File: config.mk
export PLATFORM = sky130hd
export DESIGN_NAME = serial_register_port
export DESIGN_NICKNAME = d
export VERILOG_FILES = /design/src/logic/serial_port_pkg.sv /design/src/logic/pin_sync.sv /design/src/logic/reg_bank.sv /design/src/logic/serial_register_port.sv
export SDC_FILE = /design/constraint.sdc
export NUM_CORES = 1
export LEC_CHECK = 0
export BUFFER_PORTS_ARGS = -buffer_cell sky130_fd_sc_hd__buf_4
export CAP_MARGIN = 5
export CORE_AREA = 2 2 132 134
export DETAILED_ROUTE_END_ITERATION = 8
export DIE_AREA = 0 0 134 136
export PLACE_DENSITY = 0.65
export SKIP_LAST_GASP = 1
export SYNTH_ARGS = -nofsm -noshare
export SYNTH_HDL_FRONTEND = slang
export SYNTH_SLANG_ARGS = --single-unit
File: constraint.sdc
create_clock -name clk -period 2.36 [get_ports clk]
set_input_delay 0.118 -clock clk [delete_from_list [all_inputs] [get_ports clk]]
set_output_delay 0.118 -clock clk [all_outputs]
set_load 0.03 [all_outputs]
File: src/logic/serial_port_pkg.sv
// Shared constants and types of the serial register port.
package serial_port_pkg;

   // Address space and register file size.
   localparam int ADDR_W = 5;
   localparam int NUM_REGS = 19;
   localparam logic [4:0] CFG_ADDR = 5'h00;
   localparam logic [4:0] KEEP_ADDR = 5'h04;
   localparam logic [7:0] REG_RESET = 8'h00;

   // Fields of the port configuration register.
   localparam int CFG_PIN_MODE_BIT = 7;
   localparam int CFG_ORDER_BIT = 6;
   localparam int CFG_SOFT_RST_BIT = 5;

   // Fields of the instruction byte.
   localparam int INSTR_RW_BIT = 7;
   localparam int BYTE_COUNT_HI = 6;
   localparam int BYTE_COUNT_LO = 5;
   localparam int START_ADDR_MSB = 4;
   localparam int START_ADDR_LSB = 0;

   // Serial bit counting.
   localparam logic [2:0] BIT_FIRST = 3'h0;
   localparam logic [2:0] BIT_LAST = 3'h7;
   localparam logic [1:0] LAST_BYTE = 2'h0;

   // Pin synchroniser order and idle levels: clock low, select high, data low.
   localparam int PIN_COUNT = 3;
   localparam logic [2:0] PIN_IDLE = 3'h2;

   typedef enum logic [1:0] {
      PH_INSTR,
      PH_DATA,
      PH_DONE
   } phase_t;

endpackage

File: src/logic/pin_sync.sv
// Two flip-flop synchroniser for pins from outside the clock domain.
`timescale 1ns/1ps
`default_nettype none
module pin_sync #(
   parameter int WIDTH = 1,
   parameter logic [WIDTH-1:0] RESET_VAL = '0
) (
   // Clock and reset
   input wire logic clk,
   input wire logic sys_rst,
   // Pins and their synchronised levels
   input wire logic [WIDTH-1:0] pin_in,
   output logic [WIDTH-1:0] level
);

   typedef struct packed {
      logic [WIDTH-1:0] meta;
      logic [WIDTH-1:0] stable;
   } sync_state_t;

   sync_state_t st;
   sync_state_t next_st;

   always_comb begin
      next_st.meta = pin_in;
      next_st.stable = st.meta;
   end

   always_ff @(posedge clk) begin
      if (sys_rst) begin
         st <= {RESET_VAL, RESET_VAL};
      end else begin
         st <= next_st;
      end
   end

   assign level = st.stable;

endmodule
`default_nettype wire

File: src/logic/reg_bank.sv
// Configuration register file with soft reset and zero reads off the map.
`timescale 1ns/1ps
`default_nettype none
module reg_bank
   import serial_port_pkg::*;
#(
   parameter int DEPTH = NUM_REGS
) (
   // Clock and reset
   input wire logic clk,
   input wire logic sys_rst,
   // Byte write port
   input wire logic wr_en,
   input wire logic [4:0] wr_addr,
   input wire logic [7:0] wr_data,
   // Byte read port
   input wire logic [4:0] rd_addr,
   output logic [7:0] rd_data,
   // Port configuration register
   output logic [7:0] cfg
);

   localparam int PROBE_IDX = 1;

   typedef struct packed {
      logic [DEPTH-1:0][7:0] regs;
   } bank_state_t;

   bank_state_t st;
   bank_state_t next_st;

   function automatic logic mapped(input logic [4:0] a);
      return int'(a) < DEPTH;
   endfunction

   always_comb begin
      next_st = st;
      if (wr_en && mapped(wr_addr)) begin
         if (wr_addr == CFG_ADDR && wr_data[CFG_SOFT_RST_BIT]) begin
            for (int i = 0; i < DEPTH; i++) begin
               if (i != int'(CFG_ADDR) && i != int'(KEEP_ADDR)) begin
                  next_st.regs[i] = REG_RESET;
               end
            end
         end
         next_st.regs[wr_addr] = wr_data;
         // The soft reset bit clears itself so a later write need not undo it.
         if (wr_addr == CFG_ADDR) begin
            next_st.regs[CFG_ADDR][CFG_SOFT_RST_BIT] = 1'b0;
         end
      end
   end

   always_ff @(posedge clk) begin
      if (sys_rst) begin
         st.regs <= {DEPTH{REG_RESET}};
      end else begin
         st <= next_st;
      end
   end

   assign rd_data = mapped(rd_addr) ? st.regs[rd_addr] : 8'h00;
   assign cfg = st.regs[CFG_ADDR];

   write_take_a: assert property (@(posedge clk) disable iff (sys_rst)
      (wr_en && mapped(wr_addr) && wr_addr != CFG_ADDR) |=> st.regs[$past(wr_addr)] == $past(wr_data))
      else $error("Register did not take the written byte.");

   soft_clear_a: assert property (@(posedge clk) disable iff (sys_rst)
      (wr_en && wr_addr == CFG_ADDR && wr_data[CFG_SOFT_RST_BIT]) |=>
      st.regs[PROBE_IDX] == REG_RESET && st.regs[KEEP_ADDR] == $past(st.regs[KEEP_ADDR]))
      else $error("Soft reset cleared the wrong registers.");

   unmapped_zero_a: assert property (@(posedge clk) disable iff (sys_rst)
      !mapped(rd_addr) |-> rd_data == 8'h00)
      else $error("Unmapped address read non-zero.");

endmodule
`default_nettype wire

File: src/logic/serial_register_port.sv
// Serial slave port giving a host byte access to the configuration registers.
// Operation
// - First eight rising serial clock edges of each cycle carry the instruction byte.
// - Select going high then low restarts the port at the instruction phase.
// - Deselect mid-byte discards the partial bits and writes nothing.
// - Instruction bit 7 high means read, low means write.
// - Instruction bits 6 and 5 give one to four data bytes.
// - Instruction bits 4 to 0 give the first address; later ones generated internally.
// - A written register updates as soon as its byte's last bit arrives.
// - Bits sampled on rising serial clock, read bits changed on falling edges.
// - Both data pins float while select is high.
// - Config bit 7 sets data pin mode; reset zero keeps it input only.
// - In single-pin mode the separate output floats; otherwise read data appears there.
// - Config bit 6 chooses bit order, default most significant first, instruction included.
// - Most significant first: address decreases by one after each byte.
// - Least significant first: address increases by one after each byte.
// - Generated address wraps within the five-bit space in either direction.
// - Order or pin mode written mid-cycle applies to the remaining bytes.
// - Soft reset bit defaults all registers except two, after its byte.
// - Select low: mode zero drives separate pin; mode one follows instruction direction.
`timescale 1ns/1ps
`default_nettype none
module serial_register_port
   import serial_port_pkg::*;
#(
   parameter int DEPTH = NUM_REGS
) (
   // Clock and reset
   input wire logic clk,
   input wire logic sys_rst,
   // Serial link pins
   input wire logic serial_clk,
   input wire logic port_select_n,
   // Bidirectional data pin
   input wire logic sdio_in,
   output logic sdio_out,
   output logic sdio_oe,
   // Separate serial output pin
   output logic serial_out_pin,
   output logic serial_out_oe,
   // Port configuration as seen by the rest of the device
   output logic [7:0] port_cfg
);

   ////////////////////////////////////////////////////////////////////////////////
   // State

   typedef struct packed {
      phase_t phase;
      logic [2:0] bit_cnt;
      logic [7:0] shift;
      logic is_read;
      logic [1:0] left;
      logic [4:0] addr;
      logic [7:0] tx;
      logic tx_load;
      logic out_bit;
      logic sclk_prev;
   } port_state_t;

   port_state_t st;
   port_state_t next_st;

   logic [PIN_COUNT-1:0] pins_s;
   logic sclk_s;
   logic csn_s;
   logic sdi_s;
   logic rise;
   logic fall;
   logic lsb_first;
   logic pin_mode;
   logic [7:0] assembled;
   logic wr_en;
   logic [7:0] wr_data;
   logic [7:0] rd_data;
   logic [7:0] cfg;

   ////////////////////////////////////////////////////////////////////////////////
   // Address and bit-order helpers

   // Five-bit arithmetic wraps across addresses 31 and 0 in either
   // order, so a burst that runs off one end of the address space carries on at the other.
   function automatic logic [4:0] step_addr(input logic [4:0] a, input logic lsb);
      return lsb ? a + 5'h01 : a - 5'h01;
   endfunction

   // The bit that leaves first is the one that the host assembles first.
   function automatic logic out_pick(input logic [7:0] t, input logic lsb);
      return lsb ? t[0] : t[7];
   endfunction

   ////////////////////////////////////////////////////////////////////////////////
   // Pin synchronisation and register file

   // All three pins come from the host's clock domain, so none is read raw.
   pin_sync #(
      .WIDTH(PIN_COUNT),
      .RESET_VAL(PIN_IDLE)
   ) u_pins (
      .clk(clk),
      .sys_rst(sys_rst),
      .pin_in({serial_clk, port_select_n, sdio_in}),
      .level(pins_s)
   );

   assign sclk_s = pins_s[2];
   assign csn_s = pins_s[1];
   assign sdi_s = pins_s[0];

   // Reads and writes share one address, since a cycle never does both.
   reg_bank #(
      .DEPTH(DEPTH)
   ) u_bank (
      .clk(clk),
      .sys_rst(sys_rst),
      .wr_en(wr_en),
      .wr_addr(st.addr),
      .wr_data(wr_data),
      .rd_addr(st.addr),
      .rd_data(rd_data),
      .cfg(cfg)
   );

   // The live register value is used, so a mid-cycle write steers the next byte.
   assign lsb_first = cfg[CFG_ORDER_BIT];
   assign pin_mode = cfg[CFG_PIN_MODE_BIT];

   ////////////////////////////////////////////////////////////////////////////////
   // Edge detection and bit assembly

   // The previous level resets to the idle low level, so no false rise follows reset.
   assign rise = sclk_s & ~st.sclk_prev;
   assign fall = ~sclk_s & st.sclk_prev;

   // The same shift direction serves the instruction byte and the data bytes.
   assign assembled = lsb_first ? {sdi_s, st.shift[7:1]} : {st.shift[6:0], sdi_s};

   ////////////////////////////////////////////////////////////////////////////////
   // Sequencer

   always_comb begin
      next_st = st;
      next_st.sclk_prev = sclk_s;
      next_st.tx_load = 1'b0;
      wr_en = 1'b0;
      wr_data = 8'h00;
      if (csn_s) begin
         // Partial bits are dropped here, so an unfinished byte never reaches a register.
         next_st.phase = PH_INSTR;
         next_st.bit_cnt = BIT_FIRST;
         next_st.shift = 8'h00;
         next_st.is_read = 1'b0;
         next_st.out_bit = 1'b0;
      end else begin
         // The read byte is fetched one clock after its address settles, well before
         // the falling edge that sends its first bit.
         if (st.tx_load) begin
            next_st.tx = rd_data;
         end
         if (rise && st.phase != PH_DONE) begin
            next_st.shift = assembled;
            next_st.bit_cnt = st.bit_cnt + 3'h1;
            if (st.bit_cnt == BIT_LAST) begin
               if (st.phase == PH_INSTR) begin
                  next_st.is_read = assembled[INSTR_RW_BIT];
                  next_st.left = assembled[BYTE_COUNT_HI:BYTE_COUNT_LO];
                  next_st.addr = assembled[START_ADDR_MSB:START_ADDR_LSB];
                  next_st.phase = PH_DATA;
                  next_st.tx_load = assembled[INSTR_RW_BIT];
               end else begin
                  wr_en = !st.is_read;
                  wr_data = assembled;
                  // Stepping uses the order in force for this byte; a new order follows it.
                  next_st.addr = step_addr(st.addr, lsb_first);
                  next_st.left = st.left - 2'h1;
                  next_st.tx_load = st.is_read && st.left != LAST_BYTE;
                  if (st.left == LAST_BYTE) begin
                     next_st.phase = PH_DONE;
                  end
               end
            end
         end
         if (fall && st.phase == PH_DATA && st.is_read) begin
            next_st.out_bit = out_pick(st.tx, lsb_first);
            next_st.tx = lsb_first ? {1'b0, st.tx[7:1]} : {st.tx[6:0], 1'b0};
         end
      end
   end

   always_ff @(posedge clk) begin
      if (sys_rst) begin
         st <= '{phase: PH_INSTR, bit_cnt: BIT_FIRST, shift: 8'h00, is_read: 1'b0,
                 left: LAST_BYTE, addr: CFG_ADDR, tx: 8'h00, tx_load: 1'b0,
                 out_bit: 1'b0, sclk_prev: 1'b0};
      end else begin
         st <= next_st;
      end
   end

   ////////////////////////////////////////////////////////////////////////////////
   // Pin drivers

   // Select is seen two clocks late; at the rated serial clock this is well
   // inside the host's select-to-clock setup.
   assign serial_out_pin = st.out_bit;
   assign sdio_out = st.out_bit;
   assign serial_out_oe = !csn_s && !pin_mode;
   // The shared pin turns round only after the instruction byte, so the host has
   // let go of it by the falling edge that presents the first read bit.
   assign sdio_oe = !csn_s && pin_mode && st.is_read && st.phase != PH_INSTR;
   assign port_cfg = cfg;

   ////////////////////////////////////////////////////////////////////////////////
   // Checks

   instr_restart_a: assert property (@(posedge clk) disable iff (sys_rst)
      csn_s |=> st.phase == PH_INSTR && st.bit_cnt == BIT_FIRST)
      else $error("Deselect did not restart the instruction phase.");

   no_partial_write_a: assert property (@(posedge clk) disable iff (sys_rst)
      csn_s |-> !wr_en)
      else $error("Write issued while deselected.");

   instr_decode_a: assert property (@(posedge clk) disable iff (sys_rst)
      (!csn_s && rise && st.phase == PH_INSTR && st.bit_cnt == BIT_LAST) |=>
      st.phase == PH_DATA
      && st.is_read == $past(assembled[INSTR_RW_BIT])
      && st.left == $past(assembled[BYTE_COUNT_HI:BYTE_COUNT_LO])
      && st.addr == $past(assembled[START_ADDR_MSB:START_ADDR_LSB]))
      else $error("Instruction byte decoded wrongly.");

   write_dir_a: assert property (@(posedge clk) disable iff (sys_rst)
      wr_en |-> !st.is_read && st.phase == PH_DATA && st.bit_cnt == BIT_LAST)
      else $error("Write outside a write data byte.");

   byte_count_a: assert property (@(posedge clk) disable iff (sys_rst)
      (!csn_s && rise && st.phase == PH_DATA && st.bit_cnt == BIT_LAST && st.left == LAST_BYTE)
      |=> st.phase == PH_DONE ##1 (csn_s || st.phase == PH_DONE))
      else $error("Data phase did not end after the counted bytes.");

   addr_step_a: assert property (@(posedge clk) disable iff (sys_rst)
      (!csn_s && rise && st.phase == PH_DATA && st.bit_cnt == BIT_LAST) |=>
      st.addr == ($past(lsb_first) ? $past(st.addr) + 5'h1 : $past(st.addr) - 5'h1))
      else $error("Address did not step in the bit-order direction.");

   out_on_fall_a: assert property (@(posedge clk) disable iff (sys_rst)
      (!$past(fall) && !$past(csn_s)) |-> $stable(st.out_bit))
      else $error("Read bit changed away from a falling edge.");

   tri_deselect_a: assert property (@(posedge clk) disable iff (sys_rst)
      csn_s |-> !sdio_oe && !serial_out_oe)
      else $error("Data pin driven while deselected.");

   sep_out_mode_a: assert property (@(posedge clk) disable iff (sys_rst)
      !csn_s |-> serial_out_oe == !pin_mode)
      else $error("Separate output enable disagrees with pin mode.");

   sdio_dir_a: assert property (@(posedge clk) disable iff (sys_rst)
      sdio_oe |-> pin_mode && st.is_read && st.phase != PH_INSTR)
      else $error("Shared data pin driven outside a read.");

   // The checks below follow each byte through the sequencer one clock at a time.

   bit_step_a: assert property (@(posedge clk) disable iff (sys_rst)
      (!csn_s && rise && st.phase != PH_DONE) |=> st.bit_cnt == $past(st.bit_cnt) + 3'h1)
      else $error("Bit counter did not advance on a serial clock rise.");

   partial_drop_a: assert property (@(posedge clk) disable iff (sys_rst)
      csn_s |=> st.shift == 8'h00 && st.bit_cnt == BIT_FIRST && !st.is_read)
      else $error("Partial bits survived a deselect.");

   read_load_a: assert property (@(posedge clk) disable iff (sys_rst)
      (!csn_s && st.tx_load) |=> st.tx == $past(rd_data))
      else $error("Read byte not loaded from the addressed register.");

   left_step_a: assert property (@(posedge clk) disable iff (sys_rst)
      (!csn_s && rise && st.phase == PH_DATA && st.bit_cnt == BIT_LAST) |=>
      st.left == $past(st.left) - 2'h1)
      else $error("Byte count did not step after a data byte.");

   done_hold_a: assert property (@(posedge clk) disable iff (sys_rst)
      (!csn_s && st.phase == PH_DONE) |=> st.phase == PH_DONE && !wr_en)
      else $error("Port left the finished state before deselect.");

   addr_hold_a: assert property (@(posedge clk) disable iff (sys_rst)
      !rise |=> st.addr == $past(st.addr))
      else $error("Address moved without a serial clock rise.");

   out_value_a: assert property (@(posedge clk) disable iff (sys_rst)
      (!csn_s && fall && st.phase == PH_DATA && st.is_read) |=>
      st.out_bit == ($past(lsb_first) ? $past(st.tx[0]) : $past(st.tx[7])))
      else $error("Read bit taken from the wrong end of the byte.");

   cfg_live_a: assert property (@(posedge clk) disable iff (sys_rst)
      (wr_en && st.addr == CFG_ADDR) |=>
      lsb_first == $past(wr_data[CFG_ORDER_BIT]) && pin_mode == $past(wr_data[CFG_PIN_MODE_BIT]))
      else $error("Configuration write did not apply to the next byte.");

endmodule
`default_nettype wire

# After elaboration in Yosys (flattened, before gate mapping)
# Cells that the tools add are included.
# Widths: inputs -> output; s select.
[word_totals]
output_inout_bits = 12
reg_bits = 190
word_cells = 104
[classes]
muxes = 29
reduce_logical = 27
add_sub_neg = 4
eq_ne = 3
order_cmp = 3
bitwise_logic = 7
[op_table]
columns = ["op", "n"]
rows = [
  ["$mux 112", 2],
  ["$bwmux 152", 1],
  ["$mux 8", 11],
  ["$mux 24", 2],
  ["$bmux 8 s5", 1],
  ["$demux 8 s5", 1],
  ["$logic_and 1x1->1", 11],
  ["$reduce_and 3->1", 3],
  ["$reduce_bool 2->1", 4],
  ["$mux 1", 7],
  ["$mux 7", 1],
  ["$lt 5x6->1 const B", 1],
  ["$add 5x1->5 const B", 1],
  ["$ge 5x1->1 const B", 1],
  ["$logic_not 5->1", 1],
  ["$lt 5x5->1 const B", 1],
  ["$mux 5", 1],
  ["$not 1->1", 5],
  ["$sub 5x1->5 const B", 1],
  ["$logic_not 2->1", 2],
  ["$mux 2", 2],
  ["$reduce_or 4->1", 1],
  ["$add 3x1->3 const B", 1],
  ["$eq 3x3->1 const B", 1],
  ["other kinds (7)", 10],
]

# Logic depth before layout (Yosys ltp)
# Gate-level depths: netlist of run 1.
[depth]
depth_word = 10
ltp_mapped = 10
depth_no_buf = 7

# Cells and area by module
# Synthesis of run 1 repeated with hierarchy kept, for this count alone.
[unflattened]
cells_unflattened = 1055
hier_area_um2 = 8934.8
[modules_own_cells]
columns = ["mod", "cells_per_inst", "n_inst", "seq_area_each_um2", "area_per_inst_um2"]
rows = [
  ["reg_bank", 833, 1, 3042.9, 7028.0],
  ["serial_register_port", 210, 1, 640.6, 1749.2],
  ["pin_sync", 12, 1, 120.1, 157.7],
]

# Least setup slack after synthesis of run 1
# OpenSTA, ideal clock, no wires.
[synth_timing]
kind = "reg2reg"
startpoint = "register st[27] (netlist bit)"
endpoint = "register u_bank.st (netlist bit u_bank.cfg[6])"
t_arrival_ns = 2.015
stages_incl_launch_ff = 9
n_path_buf = 1
slack_ns = 0.217
setup_time_ns = 0.128
synth_period_minus_slack_ns = 2.143
cell_sequence = "dfxtp_1 ha_1 ha_1 nand4bb_4 or2_1 buf_6 nor4_4 mux2i_1 nor2_1"
[synth_between]
elab_chain_cells = 5
[synth_rtl]
columns = ["element", "line", "rtl"]
rows = [
  ["start: declaration", "serial_register_port.sv:61", "port_state_t st;"],
  ["start signal: assignment", "serial_register_port.sv:192", "st <= '{phase: PH_INSTR, bit_cnt: BIT_FIRST, shift: 8'h00, is_read: 1'b0,"],
  ["start signal: assignment", "serial_register_port.sv:196", "st <= next_st;"],
  ["$eq 3x3->1 *", "serial_register_port.sv:163", "if (st.bit_cnt == BIT_LAST) begin"],
  ["$mux 8 / $mux 1 (equally long branches)", "serial_register_port.sv:163", ""],
  ["$mux 8 / $mux 1 (equally long branches)", "serial_register_port.sv:160", "if (rise && st.phase != PH_DONE) begin"],
  ["$mux 8 / $mux 1 (equally long branches)", "serial_register_port.sv:147", "if (csn_s) begin"],
  ["$bwmux 152 / $logic_and 1x1->1 (equally long branches)", "reg_bank.sv:46, reg_bank.sv:38", ""],
  ["end signal: assignment", "reg_bank.sv:58", "st <= next_st;"],
  ["end: declaration", "reg_bank.sv:29", "bank_state_t st;"],
]
# Every way passes the cells marked *; elsewhere a longest branch is shown, timed or not.
# A chain may end at the register's enable or synchronous reset.

# Worst setup path after layout of run 1
[layout_timing]
startpoint = "register st[27] (netlist bit)"
endpoint = "register u_bank.st[146] (netlist bit)"
[layout_between]
elab_chain_cells = 8
[layout_rtl]
columns = ["element", "line", "rtl"]
rows = [
  ["$eq 3x3->1 *", "serial_register_port.sv:163", ""],
  ["$mux 8", "serial_register_port.sv:163", ""],
  ["$mux 8", "serial_register_port.sv:160", ""],
  ["$mux 8", "serial_register_port.sv:147", ""],
  ["$logic_and 1x1->1", "reg_bank.sv:39", "if (wr_addr == CFG_ADDR && wr_data[CFG_SOFT_RST_BIT]) begin"],
  ["$mux 112", "reg_bank.sv:39", ""],
  ["$mux 112", "reg_bank.sv:38", "if (wr_en && mapped(wr_addr)) begin"],
  ["$bwmux 152", "reg_bank.sv:46", "next_st.regs[wr_addr] = wr_data;"],
]
# Every way passes the cells marked *; elsewhere a longest branch is shown, timed or not. The select of a mux whose other input is x is not followed.

==> flow_summary.json, run 1 <==
{
  "grtUsageTotal": 0.254,
  "hpwlAfterDp_um": 15000,
  "maxSlewHeadroom": 0.494,
  "wl_per_cell_um": 19.3,
  "ys_async_sr_fraction": 0,
  "synthesis.nets": 916,
  "synth_edf_count": 0,
  "dieArea_um2": 18200,
  "synth.distinct_cells": 57,
  "fin_crit_sh": 0.934,
  "cts.sinks": 190,
  "placed_cell_area_um2": 8910,
  "critical_path_class": "reg -> reg",
  "clk_latency_ns": 0.44,
  "syn_inst": 904,
  "clock_path_buffers": 2,
  "final_area_um2": 9540,
  "synth-warning-count": 0,
  "drv_cap": 0,
  "n_antenna_cell": 0,
  "critPathTopFamily": "buffers and inverters",
  "fmax_mhz": 454,
  "cts_tree": "yes",
  "stdcell_count": 1165,
  "pre_cts_ws_ns": 0.0413,
  "wirelength_um": 22400,
  "cp_common_cell": "buf_4",
  "reg2reg_depth": 11,
  "cts.reportedPaths.clkPinSlew_ns": 0.07,
  "fin_crit_ns": 2.20,
  "hold_viol_final": 0,
  "fillers": 1506,
  "path_buf_inv": 4,
  "synthToLayoutAreaGrowth_pct": 14.8,
  "grt_pass1_vias": 6280,
  "layout_common_cells": "dfxtp_1, nand3_1, o21ai_0",
  "synth_ff_type": "dfxtp_1",
  "coreArea_um2": 16900,
  "syn_avg_cell_area_um2": 9.19,
  "power.density_nw_per_um2": 645,
  "synth_compound_area_frac": 0.150,
  "pin_count": 17,
  "setup_slack_ns": 0.155,
  "num_vias": 6752,
  "fin_nets": 939,
  "die_h_um": 136,
  "critPathMaxStageDelay_ns": 0.36,
  "cts_buffers": 17,
  "setup_tns_ns": 0,
  "status": "completed",
  "ant_nets": 0,
  "synth-xor-area-share": 0.00422,
  "synth_top_family_by_area": "simple AND/OR/NAND/NOR gates",
  "muxShareOfSynthArea": 0.138,
  "ys_seq_area_frac": 0.458,
  "cts_root_buf": "clkbuf_16",
  "worst_ep_arrival_time_ns": 2.51,
  "maxSlewViolCount": 0,
  "initial_core_util": 0.492,
  "critPathRequiredTime_ns": 2.67,
  "max-vdd-ir-drop_mv": 0.643,
  "grt_antenna_before_repair": 0,
  "port_buffers": 16,
  "grt_max_degree": 137,
  "mappedNetlistArea_um2": 8310,
  "die_x_um": 134,
  "hold_depth": 2,
  "worst_slew_pin_slew_ns": 0.759,
  "drtIter0Drc": 578,
  "via_per_inst": 5.80,
  "synthAdderAreaFrac": 0.0114,
  "overflow": 0,
  "synth_seq_cells": 190,
  "start_kind": "flip-flop",
  "cp_slowest_cell": "dfxtp_1",
  "remaining_drc_errors": 0,
  "place_congestion": 0.885,
  "hp-class": "in -> reg",
  "grt_pass1_wl_um": 35300,
  "htree_levels": 4,
  "finalSetupViolations": 0,
  "dp.cells": 1128,
  "path_depth": 11,
  "cp-end-kind": "flip-flop",
  "dr.pass1.iters": 5,
  "rsz0062_at_grt": "yes",
  "p_leak_nw": 3.16,
  "yosys.area_share.simple": 0.187,
  "crit_chain": "ha_1 -> ha_1 -> nand4bb_4 -> nor4_4 -> buf_4 -> buf_4 -> buf_4 -> nand3b_1 -> buf_4 -> nand3_1 -> o21ai_0",
  "drive_above_1_share": 0.170,
  "final_common_cell": "dfxtp_1",
  "finClkSkew_ns": 0.0132,
  "rows": 48,
  "path_max_fanout": 16
}
-- cell type report --
cell class,count,area (um^2),area share
inverters,7,26.3,0.00275
well taps,225,282,0.0295
multi-input cells,622,4110,0.431
clock inverters,12,128,0.0134
flip-flops and latches,190,3810,0.399
repair buffers,89,738,0.0774
clock buffers,20,447,0.0468
-- where the power goes --
part | switching [mW] | internal [mW] | leakage [nW] | total [mW]
logic | 0.0691 | 0.0263 | 1.34 | 0.0954
registers | 0.00390 | 3.21 | 1.53 | 3.21
clock network | 1.33 | 1.52 | 0.286 | 2.84
-- final timing paths --
| kind | from | end | slack, ns |
|---|---|---|---|
| hold / removal | sys_rst | u_pins.level[0]$_SDFF_PP0_ | 0.04 |
| setup / recovery | st[27]$_SDFFE_PP0N_ | u_bank.st[146]$_SDFFE_PP0P_ | 0.16 |
| setup reg to reg | st[27]$_SDFFE_PP0N_ | u_bank.st[146]$_SDFFE_PP0P_ | 0.16 |
| hold reg to reg | u_pins.next_st[1]$_SDFF_PP1_ | u_pins.level[1]$_SDFF_PP1_ | 0.42 |
-- cell families (layout without fill, tap and decap cells) --
family | after synthesis | after routing
compound gates | 225 | 225
xor+xnor | 4 | 4
fa+ha+maj | 7 | 7
buf+inv | 92 | 128
flops | 190 | 190
mux | 86 | 86
simple gates | 300 | 300
-- synthesized netlist by cell type, types with 2 or more instances --
cell type  instances  share of area
dfxtp_1          190           0.46
nand3_1          157          0.095
o21ai_0          142          0.086
mux2i_1           62          0.075
clkbuf_1          52          0.023
nor2_1            51          0.023
nand2_1           32          0.014
a21oi_1           23          0.014
mux4_2            23          0.062
buf_2             17          0.010
a211oi_1          13          0.012
buf_4             13          0.012
nor2b_1           11         0.0083
o21ai_1           11         0.0066
nor3_1            10         0.0060
a31oi_1            7         0.0053
ha_1               6         0.0090
inv_1              6         0.0027
a22oi_1            5         0.0045
nand2b_1           5         0.0038
and2_1             4         0.0030
nor3b_1            4         0.0036
o22ai_1            4         0.0030
o31ai_1            4         0.0036
a2bb2oi_1          3         0.0032
and3_1             3         0.0023
nand3b_1           3         0.0027
o211ai_1           3         0.0027
or2_2              3         0.0023
xnor2_1            3         0.0032
a211o_1            2         0.0021
a21o_1             2         0.0018
buf_1              2        0.00090
nand4_1            2         0.0015
nor4_4             2         0.0051
or3_1              2         0.0015
or4_1              2         0.0018
-- worst register-to-register path, delay by kind of cell, from the launching register on --
kind                     cells  cell delay, ns
adder cells (fa/ha/maj)      2            0.43
buffers and inverters        4            0.64
AND/OR/NAND/NOR              4            0.58
flip-flops                   1            0.36
AO/OA/AOI/OAI                1            0.08
-- metrics by stage --
step	hold slack, ns	utilization	power [mW]
5_1_grt	0.0493	0.565	6.33
3_5_place_dp	0.311	0.528	3.38
3_3_place_gp	0.303	0.528	3.38
4_1_cts	0.0330	0.564	6.18
6_report	0.0427	0.565	6.15
2_1_floorplan	0.222	-	3.35
-- per-layer routing --
metal | wire [um] | share of wire | vias to the layer above | global-route usage
li1 | - | - | 3318 | -
met1 | 10300 | 0.46 | 3208 | 0.340
met2 | 10300 | 0.46 | 181 | 0.404
met3 | 1230 | 0.055 | 45 | 0.0548
met4 | 667 | 0.030 | 0 | 0.0969
met5 | 0 | 0 | - | 0
-- timing repair --
item / in CTS / in global routing
gates resized for setup: 0 / 6
buffers inserted: 0 / 2
hold buffers: 3 / 0
hold endpoints to repair: 3 / 0
endpoints found under the setup margin: 0 / 75
-- state kept, by name, summed over array words and instances, names as in the netlist --
register,count
sdio_out,1
st,31
u_bank.cfg,8
u_bank.st,144
u_pins.level,3
u_pins.next_st,3
Note: power is estimated with default switching activity, not from simulation.
==> run 2, diff against run 1 <==
--- a/config.mk
+++ b/config.mk
@@ -7,10 +7,11 @@
 export LEC_CHECK = 0
 export BUFFER_PORTS_ARGS = -buffer_cell sky130_fd_sc_hd__buf_4
 export CAP_MARGIN = 5
-export CORE_AREA = 2 2 132 134
+export CORE_AREA = 2 2 130 132
 export DETAILED_ROUTE_END_ITERATION = 8
-export DIE_AREA = 0 0 134 136
-export PLACE_DENSITY = 0.65
+export DIE_AREA = 0 0 132 134
+export MAX_ROUTING_LAYER = met4
+export PLACE_DENSITY_LB_ADDON = 0.08
 export SKIP_LAST_GASP = 1
 export SYNTH_ARGS = -nofsm -noshare
 export SYNTH_HDL_FRONTEND = slang
==> run 2 against run 1 <==
  * Worst setup slack got worse by 0.052 ns
  * Clock power grew 11%
  * First-iteration DRC count is 0.69% higher
  * Largest power group unchanged
==> flow_summary.json, run 2 (same netlist as run 1, synthesis figures left out) <==
{
  "cts.reportedPaths.clkPinSlew_ns": 0.07,
  "ant_nets": 0,
  "holdWs_ns": 0.0960,
  "pre_cts_ws_ns": 0.0769,
  "setup_tns_ns": 0,
  "finalSetupViolations": 0,
  "fin_crit_sh": 0.956,
  "grt_max_degree": 137,
  "num_vias": 6864,
  "port_buffers": 16,
  "grt_pass1_wl_um": 35500,
  "hp-class": "in -> reg",
  "finClkSkew_ns": 0.00672,
  "cp-end-kind": "flip-flop",
  "grt_pass1_vias": 6380,
  "total_power_mw": 6.46,
  "hold_depth": 2,
  "coreArea_um2": 16300,
  "via_per_inst": 5.96,
  "rsz0062_at_grt": "no",
  "final_common_cell": "dfxtp_1",
  "wl_per_cell_um": 19.8,
  "critPathRequiredTime_ns": 2.71,
  "grtUsageTotal": 0.266,
  "dr.pass1.iters": 5,
  "initial_core_util": 0.510,
  "grt_antenna_before_repair": 0,
  "start_kind": "flip-flop",
  "fmax_mhz": 443,
  "clock_path_buffers": 2,
  "top_register": "u_bank.st",
  "die_x_um": 132,
  "status": "completed",
  "reg2reg_depth": 7,
  "clk_latency_ns": 0.43,
  "utilization": 0.587,
  "place_congestion": 0.913,
  "p_leak_nw": 3.14,
  "fin_nets": 931,
  "synthToLayoutAreaGrowth_pct": 15.1,
  "pin_count": 17,
  "cts_root_buf": "clkbuf_16",
  "hpwlAfterDp_um": 15300,
  "die_h_um": 134,
  "drive_above_1_share": 0.166,
  "largest_reg_flops": 144,
  "cts.sinks": 190,
  "cts_tree": "yes",
  "rows": 47,
  "overflow": 0,
  "dieArea_um2": 17700,
  "hold_viol_final": 0,
  "n_antenna_cell": 0,
  "cts_buffers": 17,
  "critical_path_class": "reg -> reg",
  "layout_common_cells": "dfxtp_1, nand3_1, o21ai_0",
  "maxSlewViolCount": 0,
  "maxSlewHeadroom": 0.474,
  "setup_slack_ns": 0.103,
  "remaining_drc_errors": 0,
  "htree_levels": 4,
  "wirelength_um": 22800,
  "drv_cap": 0,
  "path_max_fanout": 68,
  "power.density_nw_per_um2": 676,
  "worst_ep_arrival_time_ns": 2.60,
  "drtIter0Drc": 582,
  "max-vdd-ir-drop_mv": 0.588,
  "worst_slew_pin_slew_ns": 0.788,
  "fin_crit_ns": 2.26
}
-- run 2: changes by cell type in the layout (fill, tap and decap cells not counted), moves of 3 or more --
cell and change:
buf_4 -9, bufinv_16 +3, clkinv_2 -3, clkinvlp_4 +3
-- run 2: worst max-delay path, cell delays in order, from the launching register on --
cell     delay [ns]
dfxtp_1        0.51
buf_4          0.21
mux2i_1        0.33
nor2_1         0.16
a31oi_4        0.28
buf_8          0.41
nand3_1        0.13
o21ai_0        0.11
-- run 2: through the flow --
stage | cell area (um^2) | std cells
finish | 9570 | 1152
global route | 9570 | 1152
floorplan | 8310 | 904
CTS | 9530 | 1151
global placement | 8850 | 1116
detailed placement | 8850 | 1116
-- run 2: timing repair --
action	in CTS	in global routing
setup endpoints to repair	0	117
resized for setup	0	11
buffers inserted	0	0
hold endpoints to repair	3	0
hold buffers	3	0
-- run 2: report_power, final --
group	internal [mW]	leakage, nW	total, mW	switching [mW]
registers	3.21	1.53	3.21	0.00356
logic	0.0279	1.30	0.101	0.0727
clock network	1.82	0.308	3.15	1.34
-- run 2: layout make-up --
| class | instances | area, um^2 |
|---|---|---|
| Clock buffer | 17 | 425 |
| Inverter | 7 | 26.3 |
| Multi-Input combinational cell | 622 | 4120 |
| Clock inverter | 15 | 223 |
| Timing Repair Buffer | 81 | 691 |
| Sequential cell | 190 | 3810 |
| Tap cell | 220 | 275 |
| Fill cell | 1411 | 6720 |
-- run 2: worst paths after layout --
path | to | slack (ns) | start
setup / recovery | u_bank.st[112]$_SDFFE_PP0P_ | 0.10 | u_bank.cfg[6]$_SDFFE_PP0P_
hold / removal | u_bank.cfg[2]$_SDFFE_PP0P_ | 0.1 | sys_rst
setup reg to reg | u_bank.st[112]$_SDFFE_PP0P_ | 0.10 | u_bank.cfg[6]$_SDFFE_PP0P_
hold reg to reg | u_pins.level[1]$_SDFF_PP1_ | 0.42 | u_pins.next_st[1]$_SDFF_PP1_
-- run 2: layer usage --
layer  GRT usage  share of wire  vias to the layer above
met1       0.348           0.45                     3280
met5           -              0                        -
met2       0.421           0.48                      215
met4      0.0797          0.022                        0
met3      0.0522          0.055                       46
li1            -              -                     3323
==> run 3, diff against run 2 <==
==> constraint.sdc (replaced) <==
create_clock -name clk -period 2.7 [get_ports clk]
set_input_delay 0.135 -clock clk [delete_from_list [all_inputs] [get_ports clk]]
set_output_delay 0.135 -clock clk [all_outputs]
set_load 0.03 [all_outputs]
==> run 3 against run 2 <==
  * Die area is the same
  * Clock power shrank 24%
  * Power shrank 18%
  * Non-clock buffer count shrank 26
  * Hold slack gained 0.0026 ns
  * Cell count shrank 2.3%
  * Critical endpoint is now u_bank.st[40]$_SDFFE_PP0P_
==> flow_summary.json, run 3 (same netlist as run 1, synthesis figures left out) <==
{
  "via_per_inst": 6.04,
  "rsz0062_at_grt": "no",
  "worst_slew_pin_slew_ns": 0.780,
  "stdcell_count": 1125,
  "wirelength_um": 22400,
  "grt_antenna_before_repair": 0,
  "clk_latency_ns": 0.44,
  "fillers": 1448,
  "grt_max_degree": 137,
  "cts.sinks": 190,
  "total_power_mw": 5.28,
  "hp-class": "in -> reg",
  "overflow": 0,
  "top_register": "u_bank.st",
  "remaining_drc_errors": 0,
  "maxSlewViolCount": 0,
  "fin_crit_ns": 2.44,
  "initial_core_util": 0.510,
  "cts_root_buf": "clkbuf_16",
  "port_buffers": 16,
  "coreArea_um2": 16300,
  "r2r_slack_ns": 0.26,
  "max-vdd-ir-drop_mv": 0.468,
  "wl_per_cell_um": 19.9,
  "dieArea_um2": 17700,
  "clock_path_buffers": 2,
  "drv_cap": 0,
  "cts_buffers": 17,
  "worst_ep_arrival_time_ns": 2.78,
  "multiInputGateArea_um2": 4100,
  "maxSlewHeadroom": 0.478,
  "final_common_cell": "dfxtp_1",
  "dr.pass1.iters": 5,
  "p_leak_nw": 2.97,
  "n_antenna_cell": 0,
  "cp-end-kind": "flip-flop",
  "power.density_nw_per_um2": 572,
  "seq_area_um2": 3810,
  "path_max_fanout": 17,
  "rows": 47,
  "num_vias": 6796,
  "pin_count": 17,
  "setup_tns_ns": 0,
  "layout_common_cells": "dfxtp_1, nand3_1, o21ai_0",
  "grt-busiest-layer": "met2",
  "grtUsageTotal": 0.267,
  "use_met2": 0.433,
  "cts.reportedPaths.clkPinSlew_ns": 0.07,
  "finClkSkew_ns": 0.0121,
  "hpwlAfterDp_um": 14900,
  "setup_slack_ns": 0.261,
  "status": "completed",
  "grt_pass1_vias": 6522,
  "critical_path_class": "reg -> reg",
  "htree_levels": 4,
  "fin_nets": 905,
  "pre_cts_ws_ns": 0.306,
  "grt_use_met3": 0.0522,
  "grtUsageMet1": 0.343,
  "place_congestion": 0.848,
  "cts_setup_buffers": 0,
  "die_x_um": 132,
  "grt_pass1_wl_um": 35700,
  "largest_reg_flops": 144,
  "fmax_mhz": 410,
  "final_area_um2": 9240,
  "holdWs_ns": 0.0986,
  "ant_nets": 0,
  "finalSetupViolations": 0,
  "cts_tree": "yes",
  "start_kind": "flip-flop",
  "utilization": 0.567,
  "drtIter0Drc": 619,
  "hold_viol_final": 0,
  "drive_above_1_share": 0.133,
  "placed_cell_area_um2": 8650,
  "die_h_um": 134,
  "fin_crit_sh": 0.903,
  "dp.cells": 1091,
  "critPathRequiredTime_ns": 3.05,
  "synthToLayoutAreaGrowth_pct": 11.2
}
==> run 3: cell types whose count changed in the layout (fill, tap and decap cells not counted), moves of 2 or more <==
| cell | previous run | this run |
|---|---|---|
| nand2_2 | 4 | 0 |
| clkinv_2 | 0 | 2 |
| clkinv_4 | 1 | 3 |
| buf_4 | 72 | 48 |
| bufinv_16 | 4 | 0 |
| inv_8 | 4 | 1 |
| nand2_1 | 28 | 32 |
==> run 3: repair_timing <==
| action | in CTS | in global routing |
|---|---|---|
| resized for setup | 0 | 0 |
| hold buffers | 3 | 0 |
| hold endpoints to repair | 3 | 0 |
==> run 3: layer usage <==
layer	share of wire	routed length [um]
met4	0.015	342
met5	0	0
met3	0.056	1250
met2	0.47	10500
met1	0.46	10200
==> run 3: where the power goes <==
part	switching (mW)	internal, mW	total (mW)
Sequential	0.00355	2.80	2.81
Clock	1.14	1.25	2.39
Combinational	0.0598	0.0219	0.0816
Total	1.21	4.08	5.28
==> run 3: area by class of cell <==
cell class | count | area share
timing repair buffer | 55 | 0.0509
inverter | 7 | 0.00284
sequential | 190 | 0.412
clock buffer | 19 | 0.0492
multi-input combinational | 622 | 0.444
tap | 220 | 0.0298
clock inverter | 12 | 0.0114
==> run 3: worst paths after layout <==
path	end	from	depth (start not counted)
setup reg to reg	u_bank.st[40]$_SDFFE_PP0P_	st[27]$_SDFFE_PP0N_	7
hold / removal	u_bank.cfg[1]$_SDFFE_PP0P_	sys_rst	2
hold reg to reg	u_pins.level[1]$_SDFF_PP1_	u_pins.next_st[1]$_SDFF_PP1_	1
setup / recovery	u_bank.st[40]$_SDFFE_PP0P_	st[27]$_SDFFE_PP0N_	7
==> run 3: worst max-delay path, stage by stage (launching register included) <==
cell and delay [ns]:
dfxtp_1 0.36, ha_1 0.15, ha_1 0.28, nand4bb_4 0.18, or2_1 0.37, nor2_1 0.25, nand2_1 0.43, o21ai_0 0.32
